File: src/shared/bcs_map.vh
// constants shared by the battery charge sequencer files
`ifndef BCS_MAP_VH
`define BCS_MAP_VH

// ----------------------------------------------------------------
// clock and time units
// ----------------------------------------------------------------
`define BCS_CLK_MHZ 25
`define BCS_NS_PER_US 1000
`define BCS_US_PER_MS 1000
`define BCS_TICK_MS 1000
`define BCS_SEC_PER_MIN 60
`define BCS_SOFT_MIN 5
`define BCS_QUAL_MIN 1
`define BCS_TOP_BASE_S 1200
`define BCS_BEEP_S 4'h1
`define BCS_RC_DIS_NS 10000
`define BCS_SETTLE_NS 2000
`define BCS_FAST_PWM_US 4000
`define BCS_SLOW_PWM_MS 10000
`define BCS_REPORT_BIT_MS 100
`define BCS_PWM_STEPS 256
`define BCS_REPORT_BITS 5'h10

// ----------------------------------------------------------------
// apb register map
// ----------------------------------------------------------------
`define BCS_OFF_CTRL 8'h00
`define BCS_OFF_STATUS 8'h04
`define BCS_OFF_TIMEOUT 8'h08
`define BCS_OFF_MEAS 8'h0C
`define BCS_CTRL_RESET 2'h3
`define BCS_CTRL_CHG_EN 0
`define BCS_CTRL_BUZ_EN 1

// ----------------------------------------------------------------
// strap levels and analog thresholds (10-bit codes, 5 V full scale)
// ----------------------------------------------------------------
`define BCS_LVL_LOW 2'h0
`define BCS_LVL_HIGH 2'h1
`define BCS_LVL_OPEN 2'h2
`define BCS_V_NI_MAX 10'h26A
`define BCS_V_GOOD 10'h0F6
`define BCS_V_PRESENT 10'h0CD
`define BCS_V_DISCHARGED 10'h15C
`define BCS_V_LI_41 10'h224
`define BCS_V_LI_42 10'h231
`define BCS_V_LI_RESTART 10'h1B9
`define BCS_CS_LOW_RATE 10'h1D7
`define BCS_CS_FAST 10'h133
`define BCS_CS_MAINT 10'h1F6
`define BCS_T_LOW 10'h066
`define BCS_T_START 10'h1C3
`define BCS_DROP_NICD 10'h00A
`define BCS_DROP_NIMH 10'h004

// ----------------------------------------------------------------
// slow-mode duties
// ----------------------------------------------------------------
`define BCS_DUTY_FULL 8'hFF
`define BCS_DUTY_LOW 8'h33
`define BCS_DUTY_MAINT 8'h0D

`endif

File: src/rtl/bcs_pwm.v
// charge-control output generator, fast pwm or slow on/off
`timescale 1ns/100ps
`include "bcs_map.vh"
module bcs_pwm #(
	parameter [19:0] FAST_STEP = 20'h00186,
	parameter [19:0] SLOW_STEP = 20'hEE6B2
) (
	input wire i_clk,
	input wire i_rst,
	input wire i_ce,
	input wire i_enable,
	input wire i_fast,
	input wire [7:0] i_duty,
	output reg o_out
);
	reg [19:0] pre;
	reg [7:0] phase;
	wire [19:0] limit = i_fast ? (FAST_STEP - 20'h00001) : (SLOW_STEP - 20'h00001);

	always @(posedge i_clk or posedge i_rst) begin
		if (i_rst) begin
			pre <= 20'h00000;
			phase <= 8'h00;
			o_out <= 1'b0;
		end else if (i_ce) begin
			if (!i_enable) begin
				pre <= 20'h00000;
				phase <= 8'h00;
				o_out <= 1'b0;
			end else begin
				if (pre >= limit) begin
					pre <= 20'h00000;
					phase <= phase + 8'h01;
				end else begin
					pre <= pre + 20'h00001;
				end
				// full duty stays on with no notch at wrap
				o_out <= (i_duty == `BCS_DUTY_FULL) | (phase < i_duty);
			end
		end
	end
endmodule

File: src/rtl/bcs_tristrap.v
// tri-level strap reader using a switched weak pull
`timescale 1ns/100ps
`include "bcs_map.vh"
module bcs_tristrap #(
	parameter [7:0] SETTLE = 8'h32
) (
	input wire i_clk,
	input wire i_rst,
	input wire i_ce,
	input wire i_start,
	input wire i_pin,
	output reg o_pull_up,
	output reg o_done,
	output reg [1:0] o_level
);
	localparam [1:0] S_IDLE = 2'h0;
	localparam [1:0] S_UP = 2'h1;
	localparam [1:0] S_DOWN = 2'h2;
	reg [1:0] st;
	reg [7:0] cnt;
	reg up_val;

	always @(posedge i_clk or posedge i_rst) begin
		if (i_rst) begin
			st <= S_IDLE;
			cnt <= 8'h00;
			up_val <= 1'b0;
			o_pull_up <= 1'b0;
			o_done <= 1'b0;
			o_level <= `BCS_LVL_LOW;
		end else if (i_ce) begin
			o_done <= 1'b0;
			case (st)
				S_IDLE: begin
					cnt <= 8'h00;
					if (i_start) begin
						o_pull_up <= 1'b1;
						st <= S_UP;
					end
				end
				S_UP: begin
					cnt <= cnt + 8'h01;
					if (cnt == SETTLE) begin
						up_val <= i_pin;
						o_pull_up <= 1'b0;
						cnt <= 8'h00;
						st <= S_DOWN;
					end
				end
				S_DOWN: begin
					cnt <= cnt + 8'h01;
					if (cnt == SETTLE) begin
						// a pin that follows the pull is floating
						if (up_val && !i_pin) begin
							o_level <= `BCS_LVL_OPEN;
						end else if (i_pin) begin
							o_level <= `BCS_LVL_HIGH;
						end else begin
							o_level <= `BCS_LVL_LOW;
						end
						o_done <= 1'b1;
						st <= S_IDLE;
					end
				end
				default: begin
					st <= S_IDLE;
				end
			endcase
		end
	end
endmodule

File: src/rtl/bcs_charge_sequencer.v
// battery charge sequencer top: phase machine, indicators, apb registers
`timescale 1ns/100ps
`include "bcs_map.vh"
// Notes on behaviour
// nickel soft start 0.2C, five minutes
// soft start errors on overvoltage or weak battery
// temperature window checked before charging
// nickel fast ends on voltage fall from peak
// nickel fast errors on over-temperature
// topping 0.2C for RC-set time
// maintenance fixed fraction; nickel pre-discharge optional
// lithium qualification one minute, low voltage errors
// lithium constant current until strap-chosen voltage
// lithium constant voltage until current falls
// nickel discharge/maintenance strap meaning
// lithium maintenance and restart strap meaning
// chemistry strap chooses battery type
// nickel supply strap selects fast or slow output
// lithium supply strap selects cell voltage
// lithium always uses current feedback
// phase indicator active low, drives timeout RC
// charge indicator active low, reports straps serially
// start/stop/error indicator active low
// discharge drive high only while pre-discharging
// health pin pulled low on illegal state
// buzzer is a plain level
// slow output on/off, fast output pwm
// active-low reset pin restarts sequence
// RC timeout backs up fast phases, times topping
// error held until removal or temperature recovery
// straps sampled once after reset before charging
module bcs_charge_sequencer #(
	parameter ADDR_W = 8,
	parameter TICK_CYCLES = `BCS_TICK_MS * `BCS_CLK_MHZ * `BCS_US_PER_MS,
	parameter SLOW_STEP_CYCLES = `BCS_SLOW_PWM_MS * `BCS_CLK_MHZ * `BCS_US_PER_MS
		/ `BCS_PWM_STEPS,
	parameter REPORT_BIT_CYCLES = `BCS_REPORT_BIT_MS * `BCS_CLK_MHZ * `BCS_US_PER_MS
) (
	input wire I_CLK,
	input wire I_RST,
	input wire I_CE,
	input wire I_RESET_N,
	input wire I_PSEL,
	input wire I_PENABLE,
	input wire I_PWRITE,
	input wire [ADDR_W-1:0] I_PADDR,
	input wire [31:0] I_PWDATA,
	output reg [31:0] O_PRDATA,
	output wire O_PREADY,
	output wire O_PSLVERR,
	input wire I_SAMPLE_VALID,
	input wire [9:0] I_BATTERY_VOLTAGE_INPUT,
	input wire [9:0] I_CURRENT_SENSE,
	input wire [9:0] I_TEMPERATURE,
	input wire I_DISCHARGE_MAINT_SELECT,
	output wire O_DISCHARGE_MAINT_SELECT_PULLUP,
	input wire I_CHEMISTRY_SELECT,
	output wire O_CHEMISTRY_SELECT_PULLUP,
	input wire I_SUPPLY_OR_CELL_SELECT,
	input wire I_TIMEOUT_RC_INPUT,
	output wire O_CHARGE_CONTROL,
	output reg O_DISCHARGE_DRIVE,
	output reg O_BUZZER,
	output reg O_PHASE_INDICATOR_N,
	output reg O_CHARGE_DISCHARGE_INDICATOR_N,
	output reg O_START_STOP_ERROR_INDICATOR_N,
	output wire O_HEALTH_MONITOR_OUT_O,
	output reg O_HEALTH_MONITOR_OUT_OE
);
	// ----------------------------------------------------------------
	// states and derived counts
	// ----------------------------------------------------------------
	localparam [3:0] ST_STRAP = 4'h0;
	localparam [3:0] ST_RC = 4'h1;
	localparam [3:0] ST_REPORT = 4'h2;
	localparam [3:0] ST_WAIT_BAT = 4'h3;
	localparam [3:0] ST_TCHECK = 4'h4;
	localparam [3:0] ST_DISCH = 4'h5;
	localparam [3:0] ST_SOFT = 4'h6;
	localparam [3:0] ST_FAST = 4'h7;
	localparam [3:0] ST_TOP = 4'h8;
	localparam [3:0] ST_MAINT = 4'h9;
	localparam [3:0] ST_QUAL = 4'hA;
	localparam [3:0] ST_LI_CC = 4'hB;
	localparam [3:0] ST_LI_CV = 4'hC;
	localparam [3:0] ST_DONE = 4'hD;
	localparam [3:0] ST_ERROR = 4'hE;

	localparam [31:0] TICK_LAST = TICK_CYCLES - 1;
	localparam [31:0] BIT_LAST = REPORT_BIT_CYCLES - 1;
	localparam [31:0] FAST_STEP = `BCS_FAST_PWM_US * `BCS_CLK_MHZ / `BCS_PWM_STEPS;
	localparam [31:0] SLOW_STEP = SLOW_STEP_CYCLES;
	localparam [31:0] RC_DIS_LAST = (`BCS_RC_DIS_NS * `BCS_CLK_MHZ + `BCS_NS_PER_US - 1)
		/ `BCS_NS_PER_US - 1;
	localparam [31:0] SETTLE_CYC = (`BCS_SETTLE_NS * `BCS_CLK_MHZ + `BCS_NS_PER_US - 1)
		/ `BCS_NS_PER_US;
	localparam [31:0] SOFT_TICKS = `BCS_SOFT_MIN * `BCS_SEC_PER_MIN;
	localparam [31:0] QUAL_TICKS = `BCS_QUAL_MIN * `BCS_SEC_PER_MIN;
	localparam [31:0] TOP_BASE = `BCS_TOP_BASE_S;

	// ----------------------------------------------------------------
	// helpers
	// ----------------------------------------------------------------
	function removed;
		input [9:0] v;
		begin
			removed = (v <= `BCS_V_PRESENT);
		end
	endfunction

	function is_charging;
		input [3:0] s;
		begin
			is_charging = (s == ST_SOFT) | (s == ST_FAST) | (s == ST_TOP) | (s == ST_MAINT)
				| (s == ST_QUAL) | (s == ST_LI_CC) | (s == ST_LI_CV);
		end
	endfunction

	// ----------------------------------------------------------------
	// state
	// ----------------------------------------------------------------
	reg [3:0] state;
	reg [3:0] prev_state;
	reg [31:0] tick_cnt;
	reg tick;
	reg [31:0] ph_ticks;
	reg [31:0] cnt;
	reg rc_dis;
	reg [19:0] rc_count;
	reg [15:0] report;
	reg [4:0] bits_left;
	reg [1:0] chem;
	reg [1:0] dm;
	reg sc;
	reg [9:0] peak;
	reg [7:0] duty;
	reg [3:0] beep_cnt;
	reg err_temp;
	reg [1:0] ctrl;
	reg [9:0] vbat_r;
	reg [9:0] cs_r;

	wire dm_done;
	wire chem_done;
	wire [1:0] dm_lvl;
	wire [1:0] chem_lvl;
	wire [9:0] vbat = I_BATTERY_VOLTAGE_INPUT;
	wire li = (chem == `BCS_LVL_OPEN);
	wire fast_mode = li | sc;
	wire [9:0] li_vmax = sc ? `BCS_V_LI_42 : `BCS_V_LI_41;
	wire [9:0] drop = (chem == `BCS_LVL_HIGH) ? `BCS_DROP_NIMH : `BCS_DROP_NICD;
	wire [10:0] fall = {1'b0, peak} - {1'b0, vbat};
	wire fell = !fall[10] && (fall[9:0] >= drop);
	wire temp_ok = (I_TEMPERATURE > `BCS_T_LOW) && (I_TEMPERATURE < `BCS_T_START);
	wire over_temp = (I_TEMPERATURE <= `BCS_T_LOW);
	wire [31:0] top_ticks = TOP_BASE + {20'h00000, rc_count[19:8]};
	wire [31:0] fast_ticks = {top_ticks[29:0], 2'b00};
	wire chg_en = ctrl[`BCS_CTRL_CHG_EN];
	wire smp = I_SAMPLE_VALID;

	// ----------------------------------------------------------------
	// strap readers and charge-control output
	// ----------------------------------------------------------------
	bcs_tristrap #(.SETTLE(SETTLE_CYC[7:0])) u_dm_strap (
		.i_clk(I_CLK),
		.i_rst(I_RST),
		.i_ce(I_CE),
		.i_start(state == ST_STRAP),
		.i_pin(I_DISCHARGE_MAINT_SELECT),
		.o_pull_up(O_DISCHARGE_MAINT_SELECT_PULLUP),
		.o_done(dm_done),
		.o_level(dm_lvl)
	);

	bcs_tristrap #(.SETTLE(SETTLE_CYC[7:0])) u_chem_strap (
		.i_clk(I_CLK),
		.i_rst(I_RST),
		.i_ce(I_CE),
		.i_start(state == ST_STRAP),
		.i_pin(I_CHEMISTRY_SELECT),
		.o_pull_up(O_CHEMISTRY_SELECT_PULLUP),
		.o_done(chem_done),
		.o_level(chem_lvl)
	);

	reg [7:0] pwm_duty;
	always @* begin
		// slow mode cannot regulate, so the fraction is a fixed on/off ratio
		if (fast_mode) begin
			pwm_duty = duty;
		end else if (state == ST_FAST) begin
			pwm_duty = `BCS_DUTY_FULL;
		end else if (state == ST_MAINT) begin
			pwm_duty = `BCS_DUTY_MAINT;
		end else begin
			pwm_duty = `BCS_DUTY_LOW;
		end
	end

	bcs_pwm #(.FAST_STEP(FAST_STEP[19:0]), .SLOW_STEP(SLOW_STEP[19:0])) u_pwm (
		.i_clk(I_CLK),
		.i_rst(I_RST),
		.i_ce(I_CE),
		.i_enable(is_charging(state)),
		.i_fast(fast_mode),
		.i_duty(pwm_duty),
		.o_out(O_CHARGE_CONTROL)
	);

	// ----------------------------------------------------------------
	// one-second tick
	// ----------------------------------------------------------------
	always @(posedge I_CLK or posedge I_RST) begin
		if (I_RST) begin
			tick_cnt <= 32'h00000000;
			tick <= 1'b0;
		end else if (I_CE) begin
			tick <= (tick_cnt == TICK_LAST);
			if (tick_cnt == TICK_LAST) begin
				tick_cnt <= 32'h00000000;
			end else begin
				tick_cnt <= tick_cnt + 32'h00000001;
			end
		end
	end

	// ----------------------------------------------------------------
	// phase sequencer
	// ----------------------------------------------------------------
	always @(posedge I_CLK or posedge I_RST) begin
		if (I_RST) begin
			state <= ST_STRAP;
			prev_state <= ST_STRAP;
			ph_ticks <= 32'h00000000;
			cnt <= 32'h00000000;
			rc_dis <= 1'b1;
			rc_count <= 20'h00000;
			report <= 16'h0000;
			bits_left <= 5'h00;
			chem <= `BCS_LVL_LOW;
			dm <= `BCS_LVL_LOW;
			sc <= 1'b0;
			peak <= 10'h000;
			beep_cnt <= 4'h0;
			err_temp <= 1'b0;
			O_HEALTH_MONITOR_OUT_OE <= 1'b0;
		end else if (I_CE) begin
			prev_state <= state;
			if (state != prev_state) begin
				ph_ticks <= 32'h00000000;
			end else if (tick) begin
				ph_ticks <= ph_ticks + 32'h00000001;
			end
			if (tick && beep_cnt != 4'h0) begin
				beep_cnt <= beep_cnt - 4'h1;
			end
			if (!I_RESET_N) begin
				state <= ST_STRAP;
				err_temp <= 1'b0;
			end else begin
				case (state)
					ST_STRAP: begin
						if (dm_done && chem_done) begin
							dm <= dm_lvl;
							chem <= chem_lvl;
							sc <= I_SUPPLY_OR_CELL_SELECT;
							cnt <= 32'h00000000;
							rc_dis <= 1'b1;
							state <= ST_RC;
						end
					end
					ST_RC: begin
						// empty the timing cap, then time its charge to threshold
						cnt <= cnt + 32'h00000001;
						if (rc_dis) begin
							if (cnt[19:0] == RC_DIS_LAST[19:0]) begin
								rc_dis <= 1'b0;
								cnt <= 32'h00000000;
							end
						end else if (I_TIMEOUT_RC_INPUT || (&cnt[19:0])) begin
							rc_count <= cnt[19:0];
							report <= {chem, dm, sc, cnt[19:9]};
							bits_left <= `BCS_REPORT_BITS;
							cnt <= 32'h00000000;
							state <= ST_REPORT;
						end
					end
					ST_REPORT: begin
						cnt <= cnt + 32'h00000001;
						if (cnt == BIT_LAST) begin
							cnt <= 32'h00000000;
							report <= {report[14:0], 1'b0};
							bits_left <= bits_left - 5'h01;
							if (bits_left == 5'h01) begin
								state <= ST_WAIT_BAT;
							end
						end
					end
					ST_WAIT_BAT: begin
						if (smp && chg_en && !removed(vbat)) begin
							state <= ST_TCHECK;
						end
					end
					ST_TCHECK: begin
						if (smp) begin
							if (removed(vbat)) begin
								state <= ST_WAIT_BAT;
							end else if (!temp_ok) begin
								err_temp <= 1'b1;
								beep_cnt <= `BCS_BEEP_S;
								state <= ST_ERROR;
							end else begin
								beep_cnt <= `BCS_BEEP_S;
								err_temp <= 1'b0;
								if (li) begin
									state <= ST_QUAL;
								end else if (dm == `BCS_LVL_OPEN) begin
									state <= ST_DISCH;
								end else if (dm == `BCS_LVL_LOW) begin
									state <= ST_MAINT;
								end else begin
									state <= ST_SOFT;
								end
							end
						end
					end
					ST_DISCH: begin
						if (smp && removed(vbat)) begin
							state <= ST_WAIT_BAT;
						end else if (smp && vbat < `BCS_V_DISCHARGED) begin
							state <= ST_SOFT;
						end
					end
					ST_SOFT: begin
						if (smp && removed(vbat)) begin
							state <= ST_WAIT_BAT;
						end else if (smp && vbat > `BCS_V_NI_MAX) begin
							beep_cnt <= `BCS_BEEP_S;
							state <= ST_ERROR;
						end else if (smp && ph_ticks >= SOFT_TICKS) begin
							if (vbat < `BCS_V_GOOD) begin
								beep_cnt <= `BCS_BEEP_S;
								state <= ST_ERROR;
							end else begin
								peak <= vbat;
								state <= ST_FAST;
							end
						end
					end
					ST_FAST: begin
						if (smp) begin
							if (vbat > peak) begin
								peak <= vbat;
							end
							if (removed(vbat)) begin
								state <= ST_WAIT_BAT;
							end else if (over_temp) begin
								err_temp <= 1'b1;
								beep_cnt <= `BCS_BEEP_S;
								state <= ST_ERROR;
							end else if (vbat > `BCS_V_NI_MAX || ph_ticks >= fast_ticks) begin
								beep_cnt <= `BCS_BEEP_S;
								state <= ST_ERROR;
							end else if (fell) begin
								state <= ST_TOP;
							end
						end
					end
					ST_TOP: begin
						if (smp && removed(vbat)) begin
							state <= ST_WAIT_BAT;
						end else if (ph_ticks >= top_ticks) begin
							beep_cnt <= `BCS_BEEP_S;
							state <= ST_MAINT;
						end
					end
					ST_MAINT: begin
						if (smp && removed(vbat)) begin
							state <= ST_WAIT_BAT;
						end else if (smp && li && dm == `BCS_LVL_LOW
							&& vbat < `BCS_V_LI_RESTART) begin
							state <= ST_LI_CC;
						end
					end
					ST_QUAL: begin
						if (smp && removed(vbat)) begin
							state <= ST_WAIT_BAT;
						end else if (smp && ph_ticks >= QUAL_TICKS) begin
							beep_cnt <= (vbat < `BCS_V_GOOD) ? `BCS_BEEP_S : beep_cnt;
							state <= (vbat < `BCS_V_GOOD) ? ST_ERROR : ST_LI_CC;
						end
					end
					ST_LI_CC: begin
						if (smp && removed(vbat)) begin
							state <= ST_WAIT_BAT;
						end else if (smp && vbat >= li_vmax) begin
							state <= ST_LI_CV;
						end else if (ph_ticks >= fast_ticks) begin
							beep_cnt <= `BCS_BEEP_S;
							state <= ST_ERROR;
						end
					end
					ST_LI_CV: begin
						if (smp && removed(vbat)) begin
							state <= ST_WAIT_BAT;
						end else if (smp && I_CURRENT_SENSE > `BCS_CS_LOW_RATE) begin
							beep_cnt <= `BCS_BEEP_S;
							state <= (dm == `BCS_LVL_OPEN) ? ST_DONE : ST_MAINT;
						end else if (ph_ticks >= fast_ticks) begin
							beep_cnt <= `BCS_BEEP_S;
							state <= ST_ERROR;
						end
					end
					ST_DONE: begin
						if (smp && removed(vbat)) begin
							state <= ST_WAIT_BAT;
						end else if (smp && vbat < `BCS_V_LI_RESTART) begin
							state <= ST_LI_CC;
						end
					end
					ST_ERROR: begin
						if (smp && removed(vbat)) begin
							err_temp <= 1'b0;
							state <= ST_WAIT_BAT;
						end else if (smp && err_temp && temp_ok) begin
							state <= ST_TCHECK;
						end
					end
					default: begin
						O_HEALTH_MONITOR_OUT_OE <= 1'b1;
						state <= ST_STRAP;
					end
				endcase
			end
		end
	end

	// ----------------------------------------------------------------
	// current loop and outputs
	// ----------------------------------------------------------------
	reg [9:0] cs_target;
	always @* begin
		if (state == ST_FAST || state == ST_LI_CC || state == ST_LI_CV) begin
			cs_target = `BCS_CS_FAST;
		end else if (state == ST_MAINT) begin
			cs_target = `BCS_CS_MAINT;
		end else begin
			cs_target = `BCS_CS_LOW_RATE;
		end
	end

	always @(posedge I_CLK or posedge I_RST) begin
		if (I_RST) begin
			duty <= 8'h00;
			vbat_r <= 10'h000;
			cs_r <= 10'h000;
			O_DISCHARGE_DRIVE <= 1'b0;
			O_BUZZER <= 1'b0;
			O_PHASE_INDICATOR_N <= 1'b1;
			O_CHARGE_DISCHARGE_INDICATOR_N <= 1'b1;
			O_START_STOP_ERROR_INDICATOR_N <= 1'b1;
		end else if (I_CE) begin
			if (smp) begin
				vbat_r <= vbat;
				cs_r <= I_CURRENT_SENSE;
			end
			// sense is inverted: a higher code means less current
			if (!is_charging(state)) begin
				duty <= 8'h00;
			end else if (smp) begin
				if (state == ST_LI_CV && vbat > li_vmax) begin
					duty <= (duty != 8'h00) ? duty - 8'h01 : duty;
				end else if (I_CURRENT_SENSE > cs_target && duty != 8'hFF) begin
					duty <= duty + 8'h01;
				end else if (I_CURRENT_SENSE < cs_target && duty != 8'h00) begin
					duty <= duty - 8'h01;
				end
			end
			O_DISCHARGE_DRIVE <= (state == ST_DISCH);
			O_BUZZER <= (beep_cnt != 4'h0) & ctrl[`BCS_CTRL_BUZ_EN];
			if (state == ST_RC) begin
				O_PHASE_INDICATOR_N <= !rc_dis;
			end else begin
				O_PHASE_INDICATOR_N <= !(state == ST_FAST || state == ST_TOP
					|| state == ST_LI_CC || state == ST_LI_CV);
			end
			if (state == ST_REPORT) begin
				O_CHARGE_DISCHARGE_INDICATOR_N <= !report[15];
			end else begin
				O_CHARGE_DISCHARGE_INDICATOR_N <= !(is_charging(state) || state == ST_DISCH);
			end
			O_START_STOP_ERROR_INDICATOR_N <= !(state == ST_ERROR || beep_cnt != 4'h0);
		end
	end

	assign O_HEALTH_MONITOR_OUT_O = 1'b0;

	// ----------------------------------------------------------------
	// apb slave, zero wait states
	// ----------------------------------------------------------------
	wire [7:0] off = I_PADDR[7:0];
	wire hit = (off == `BCS_OFF_CTRL) || (off == `BCS_OFF_STATUS)
		|| (off == `BCS_OFF_TIMEOUT) || (off == `BCS_OFF_MEAS);
	assign O_PREADY = I_PSEL & I_PENABLE;
	assign O_PSLVERR = I_PSEL & I_PENABLE & !hit;

	always @(posedge I_CLK or posedge I_RST) begin
		if (I_RST) begin
			ctrl <= `BCS_CTRL_RESET;
			O_PRDATA <= 32'h00000000;
		end else if (I_CE) begin
			if (I_PSEL && I_PENABLE && I_PWRITE && off == `BCS_OFF_CTRL) begin
				ctrl <= I_PWDATA[1:0];
			end
			if (I_PSEL && !I_PENABLE) begin
				case (off)
					`BCS_OFF_CTRL: O_PRDATA <= {30'h00000000, ctrl};
					`BCS_OFF_STATUS: O_PRDATA <= {19'h00000, O_HEALTH_MONITOR_OUT_OE, fast_mode,
						sc, dm, chem, err_temp, (state == ST_ERROR), state};
					`BCS_OFF_TIMEOUT: O_PRDATA <= {12'h000, rc_count};
					`BCS_OFF_MEAS: O_PRDATA <= {12'h000, cs_r, vbat_r};
					default: O_PRDATA <= 32'h00000000;
				endcase
			end
		end
	end
endmodule

File: config.mk
export PLATFORM = sky130hd
export DESIGN_NAME = bcs_charge_sequencer
export DESIGN_NICKNAME = d
export VERILOG_FILES = /design/src/rtl/bcs_pwm.v /design/src/rtl/bcs_tristrap.v /design/src/rtl/bcs_charge_sequencer.v
export VERILOG_INCLUDE_DIRS = /design/src /design/src/shared
export SDC_FILE = /design/constraint.sdc
export NUM_CORES = 1
export LEC_CHECK = 0
export BUFFER_PORTS_ARGS = -buffer_cell sky130_fd_sc_hd__buf_4
export CAP_MARGIN = 10
export CORE_ASPECT_RATIO = 1.4
export CORE_MARGIN = 2
export CORE_UTILIZATION = 38
export DETAILED_ROUTE_END_ITERATION = 6
export PLACE_DENSITY = 0.59
export SLEW_MARGIN = 40
export SYNTH_ARGS = -nofsm -noshare
export SYNTH_HDL_FRONTEND = slang
export SYNTH_SLANG_ARGS = --single-unit
File: constraint.sdc
create_clock -name I_CLK -period 8.7 [get_ports I_CLK]
set_input_delay 0.435 -clock I_CLK [delete_from_list [all_inputs] [get_ports I_CLK]]
set_output_delay 0.435 -clock I_CLK [all_outputs]
set_load 0.01 [all_outputs]
Yosys cells after proc, flatten, opt, wreduce, memory -nomap -nowiden
Index checks and enable logic that the tools add are counted.

word-level totals
  word-level logic and storage cells = 407
  input port bits = 82
  flip-flop bits (word level) = 294
  output and inout bits = 44

operators by class
  equality and inequality tests = 75
  bitwise logic cells = 13
  muxes and demuxes = 148
  reductions and logical operators = 95
  magnitude comparators = 21
  $add $sub $neg = 13

operator list
  cell                     number
  $mux W32                 8
  $mux W4                  62
  $mux W8                  13
  $add A32 B1 Y32 const B  3
  $pmux W32 S3             1
  $pmux W20 S4             1
  $mux W10                 6
  $mux W20                 3
  $pmux W4 S15             1
  $mux W16                 3
  $pmux W8 S3              2
  $ne A3 B3 Y1 const B     13
  $add A8 B1 Y8 const B    4
  $eq A32 B22 Y1 const B   1
  $eq A32 B25 Y1 const B   1
  $ge A32 B13 Y1           1
  $ge A32 B15 Y1           1
  $ge A32 B6 Y1 const B    1
  $ge A32 B9 Y1 const B    1
  $pmux W16 S2             1
  $reduce_and A4 Y1        8
  $gt A10 B10 Y1           3
  $lt A10 B9 Y1 const B    3
  $eq A4 B4 Y1 const B     7
  71 further kinds         217

Logic depth before layout (Yosys ltp)
  word-level depth = 11
  mapped depth = 17
  depth with buffers taken out = 16

By module
A second synthesis with hierarchy kept.

unflattened totals
  cells, all modules = 1898
  area total of the unflattened synthesis = 17361.7 sq um

modules (own cells, without submodules)
  module                       area each (sq um)  instances  cells each
  bcs_charge_sequencer         13590.5            1          1509
  bcs_pwm                      1991.9             1          220
  bcs_tristrap (u_dm_strap)    897.1              1          85
  bcs_tristrap (u_chem_strap)  882.1              1          84

Least setup slack after synthesis
Ideal clock, no wire load.

  path kind = reg2reg
  from = register chem[0]
  to = register u_pwm.pre[10]
  library setup time = 72 ps
  arrival time = 3392 ps
  period minus slack after synthesis = 3464 ps
  path slack = 5236 ps
  required time = 8628 ps
  cell stages (with the launch flop) = 15
  cell sequence = dfrtp_1 > nor2b_1 > or2_2 > clkbuf_1 > clkinv_1 > ha_1 > a211o_1 > a21oi_1 > o21ai_0 > a221oi_1 > o2111ai_1 > and2_1 > clkbuf_1 > clkbuf_1 > nor2_1

on the way
  longest elaborated chain between the ends = 6

ends and longest elaborated chain
  what                           line                        source
  start, declared                bcs_charge_sequencer.v:132  reg [1:0] chem;
  start signal, assigned         bcs_charge_sequencer.v:240  chem <= `BCS_LVL_LOW;
  start signal, assigned         bcs_charge_sequencer.v:265  chem <= chem_lvl;
  $eq A2 B2 Y1 (no source line)  n/a
  $or A1 B1 Y1                   bcs_charge_sequencer.v:149  wire fast_mode = li | sc;
  $mux W20                       bcs_pwm.v:18                wire [19:0] limit = i_fast ? (FAST_STEP - 20'h00001) : (SLOW_STEP - 20'h00001);
  $ge A20 B20 Y1                 bcs_pwm.v:31                if (pre >= limit) begin
  $mux W20                       bcs_pwm.v:31
  $mux W20                       bcs_pwm.v:26                if (!i_enable) begin
  end signal, assigned           bcs_pwm.v:35                pre <= pre + 20'h00001;
  end, declared                  bcs_pwm.v:16                reg [19:0] pre;

Every way passes these cells.
A chain may end at the register's enable or synchronous reset.

Worst setup path in the final report
  from = register state[2]
  to = register duty[7]

on the way
  longest elaborated chain between the ends = 10
  elaborated cells on any way between the ends = 30

ends and longest elaborated chain
  what                                          line                                                                                source
  start, declared                               bcs_charge_sequencer.v:122                                                          reg [3:0] state;
  start signal, assigned                        bcs_charge_sequencer.v:232                                                          state <= ST_STRAP;
  start signal, assigned                        bcs_charge_sequencer.v:258                                                          state <= ST_STRAP;
  start signal, assigned                        bcs_charge_sequencer.v:269                                                          state <= ST_RC;
  $eq A4 B3 Y1 or $eq A4 B4 Y1 (tied branches)  bcs_charge_sequencer.v:114, bcs_charge_sequencer.v:443, bcs_charge_sequencer.v:115
  $logic_or A1 B1 Y1 (2 in a row)               bcs_charge_sequencer.v:443                                                          if (state == ST_FAST || state == ST_LI_CC || state == ST_LI_CV) begin
  $mux W8                                       bcs_charge_sequencer.v:443
  $gt A10 B10 Y1                                bcs_charge_sequencer.v:473                                                          end else if (I_CURRENT_SENSE > cs_target && duty != 8'hFF) begin
  $logic_and A1 B1 Y1                           bcs_charge_sequencer.v:473
  $mux W8                                       bcs_charge_sequencer.v:473
  $mux W8                                       bcs_charge_sequencer.v:471                                                          if (state == ST_LI_CV && vbat > li_vmax) begin
  $mux W8                                       bcs_charge_sequencer.v:470                                                          end else if (smp) begin
  $mux W8                                       bcs_charge_sequencer.v:468                                                          if (!is_charging(state)) begin
  end signal, assigned                          bcs_charge_sequencer.v:472                                                          duty <= (duty != 8'h00) ? duty - 8'h01 : duty;
  end signal, assigned                          bcs_charge_sequencer.v:474                                                          duty <= duty + 8'h01;
  end signal, assigned                          bcs_charge_sequencer.v:476                                                          duty <= duty - 8'h01;
  end, declared                                 bcs_charge_sequencer.v:136                                                          reg [7:0] duty;

Parallel ways exist; a longest one is shown, timed or not. The select of a mux whose other input is x is not followed.

==> results.json <==
{
  "outcome": "finished, final reports clean",
  "worstPathRequired_ns": 9.17,
  "clock_latency_ns": 0.59,
  "rr_worst_depth": 13,
  "fin_skew_ns": 0.0125,
  "synth_edf_count": 0,
  "die_w_um": 181,
  "reg2reg_slack_ns": 4.11,
  "postCtsSetupBuffers": 0,
  "crit_slowest_cell": "dfrtp_1",
  "first_pass_iters": 5,
  "postPlaceCellArea_um2": 17900,
  "num_rows": 91,
  "irDropWorstVdd_mv": 0.172,
  "fp.dieH_um": 252,
  "cts_resized": 0,
  "synth-compound-area-share": 0.144,
  "drtIter0Drc": 917,
  "core_area_um2": 43800,
  "rr_startpoint": "state[2]",
  "drc": 0,
  "post-dp-hpwl_um": 33400,
  "ys_warn_count": 0,
  "drv_cap": 0,
  "syn_avg_cell_area_um2": 9.10,
  "cellLeakagePower_uw": 0.00855,
  "nets": 2074,
  "endpoint": "duty[7]",
  "gp_congestion": 0.965,
  "num-fill-cells": 4288,
  "h-tree-depth": 1,
  "critPathCaptureType": "flop",
  "arrival_ns": 5.06,
  "synthesis.instances": 1840,
  "regToRegEndpoint": "duty[7]",
  "synth_ff_type": "dfrtp_1",
  "fin_setup_tns_ns": 0,
  "io_buffers": 82,
  "initial_core_util": 0.382,
  "root_buffer": "clkbuf_16",
  "rsz0062_at_grt": "no",
  "max_stage_delay_ns": 0.83,
  "synth.ff_latch_count": 282,
  "final_area_um2": 19000,
  "async_flop_share": 1.00,
  "grt_pass1_wl_um": 73200,
  "yosysSeqAreaShare": 0.422,
  "area_growth_pct": 13.4,
  "grt_pass1_vias": 13700,
  "crit_fanout": 23,
  "synth_cell_types": 82,
  "period_needed_ns": 4.59,
  "drive_gt1_frac": 0.127,
  "startpoint": "state[2]",
  "syn_area_um2": 16700,
  "cp_cell_sequence": "nor2b_1, o21ai_0, o21ai_0, ha_1, nand3b_1, a21oi_1, o21a_1, o211ai_1, a21o_1, mux2i_1, nor2_1, a21oi_1, a31o_2",
  "cts_tree": "yes",
  "grt_max_degree": 150,
  "holdBufCountCts": 1,
  "muxShareOfSynthArea": 0.0563,
  "finalSetupViolCount": 0,
  "final_util": 0.433,
  "tightestPinTransition_ns": 0.840,
  "drt-total-wl_um": 45600,
  "cts_buffer_depth": 3,
  "via_per_inst": 5.56,
  "slew_viol_final": 0,
  "synth_fa_ha_area_frac": 0.0699,
  "antenna_found_initial": 0,
  "vias": 13800,
  "hold_viol_final": 0,
  "period_share": 0.527,
  "synth_simple_gate_area_share": 0.206,
  "power.density_nw_per_um2": 210,
  "die-area_um2": 45800,
  "ioPinCount": 126,
  "antennaDiodeCount": 0,
  "grt-ovfl-total": 0,
  "worstSetupStartpointType": "flop",
  "grtUsageTotal": 0.198,
  "wl_per_cell_um": 18.4,
  "synth_top_family_by_area": "simple AND/OR/NAND/NOR gates",
  "ant_nets": 0,
  "path_clk_slew_ns": 0.06,
  "hold_class": "in -> reg",
  "cts_buffers": 31,
  "synth_xor_area_frac": 0.0617,
  "fmax_ghz": 0.218,
  "slew_headroom": 0.438,
  "path_class": "reg -> reg",
  "cts.sinks": 282
}
[cells in the mapped netlist, drive strengths merged, types with 39 or more instances]
cell type	instances	area [µm²]
nor2	177	669
inv	73	274
clkbuf	59	223
o21ai	160	801
ha	92	1150
nand2	201	754
xnor2	47	412
nand3	90	450
xor2	71	622
dfrtp	276	6910
a21oi	80	400
mux2	54	608
nor3	39	211
[cells by family (layout without fill, tap and decap cells)]
group           after synthesis  in the layout
compound gates              392            392
xor+xnor                    118            118
fa+ha+maj                    93             93
buf+inv                     158            230
flops                       282            282
mux                          85             85
other cells                   1             13
simple gates                711            711
[worst max-delay path: cells and delay by family (launching register included)]
family / cells / cell delay [ns]
simple gates: 3 / 1.19
compound gates: 8 / 1.93
flops: 1 / 0.83
fa+ha+maj: 1 / 0.38
mux: 1 / 0.13
[stage by stage]
stage | hold WS, ns | cells | total power, µW | setup WS (ns)
floorplan | 0.444 | 1852 | 2330 | 0.496
global placement | 0.462 | 2421 | 2620 | 4.14
detailed placement | 0.470 | 2421 | 2660 | 4.12
CTS | 0.0645 | 2480 | 4010 | 4.11
global route | 0.0764 | 2482 | 4210 | 3.79
finish | 0.0912 | 2482 | 3980 | 4.11
[placed cells by master (no fill, tap or decap), drive strengths merged, types with 45 or more instances in the layout]
cell type / netlist / final
clkbuf: 59 / 45
ha: 92 / 92
o21ai: 160 / 160
mux2: 54 / 54
buf: 24 / 96
xor2: 71 / 71
inv: 73 / 73
nor2: 177 / 177
dfrtp: 276 / 276
xnor2: 47 / 47
nand3: 90 / 90
a21oi: 80 / 80
nand2: 201 / 201
[flip-flops by register name (all words and copies together) (netlist names), 16 cells and up]
name / cells
cnt: 32
u_pwm.pre: 20
report: 16
ph_ticks: 32
rc_count: 20
tick_cnt: 32
O_PRDATA: 20
[worst min-delay path by stage]
stage,end,cells past startpoint,startpoint
finish,sc,3,I_SUPPLY_OR_CELL_SELECT
global placement,O_START_STOP_ERROR_INDICATOR_N,2,O_START_STOP_ERROR_INDICATOR_N
CTS,sc,3,I_SUPPLY_OR_CELL_SELECT
floorplan,u_chem_strap.o_level[1],2,u_chem_strap.o_level[1]
global route,ctrl[0],2,I_PWDATA[0]
detailed placement,vbat_r[1],2,vbat_r[1]
[report_power, final]
group          total, µW  switching (µW)  internal, µW  leakage, µW
logic               1010             634           373      0.00426
clock network       1330             564           770     0.000497
registers           1640             180          1460      0.00380
[final cells by class]
cell class	count	area, µm²	area share
Inverter	75	294	0.0155
Multi-Input combinational cell	1412	9130	0.481
Sequential cell	282	7060	0.372
Clock inverter	13	140	0.00738
Tap cell	558	698	0.0368
Timing Repair Buffer	97	767	0.0404
Clock buffer	45	888	0.0468
[metal layers]
metal / part of all wire / up-vias / GRT usage
met2: 0.51 / 335 / 0.361
li1: - / 6644 / -
met1: 0.41 / 6729 / 0.234
met5: 0 / - / 0
met4: 0.040 / 0 / 0.0799
met3: 0.040 / 91 / 0.0245
Power figures use the tool's default switching activity.
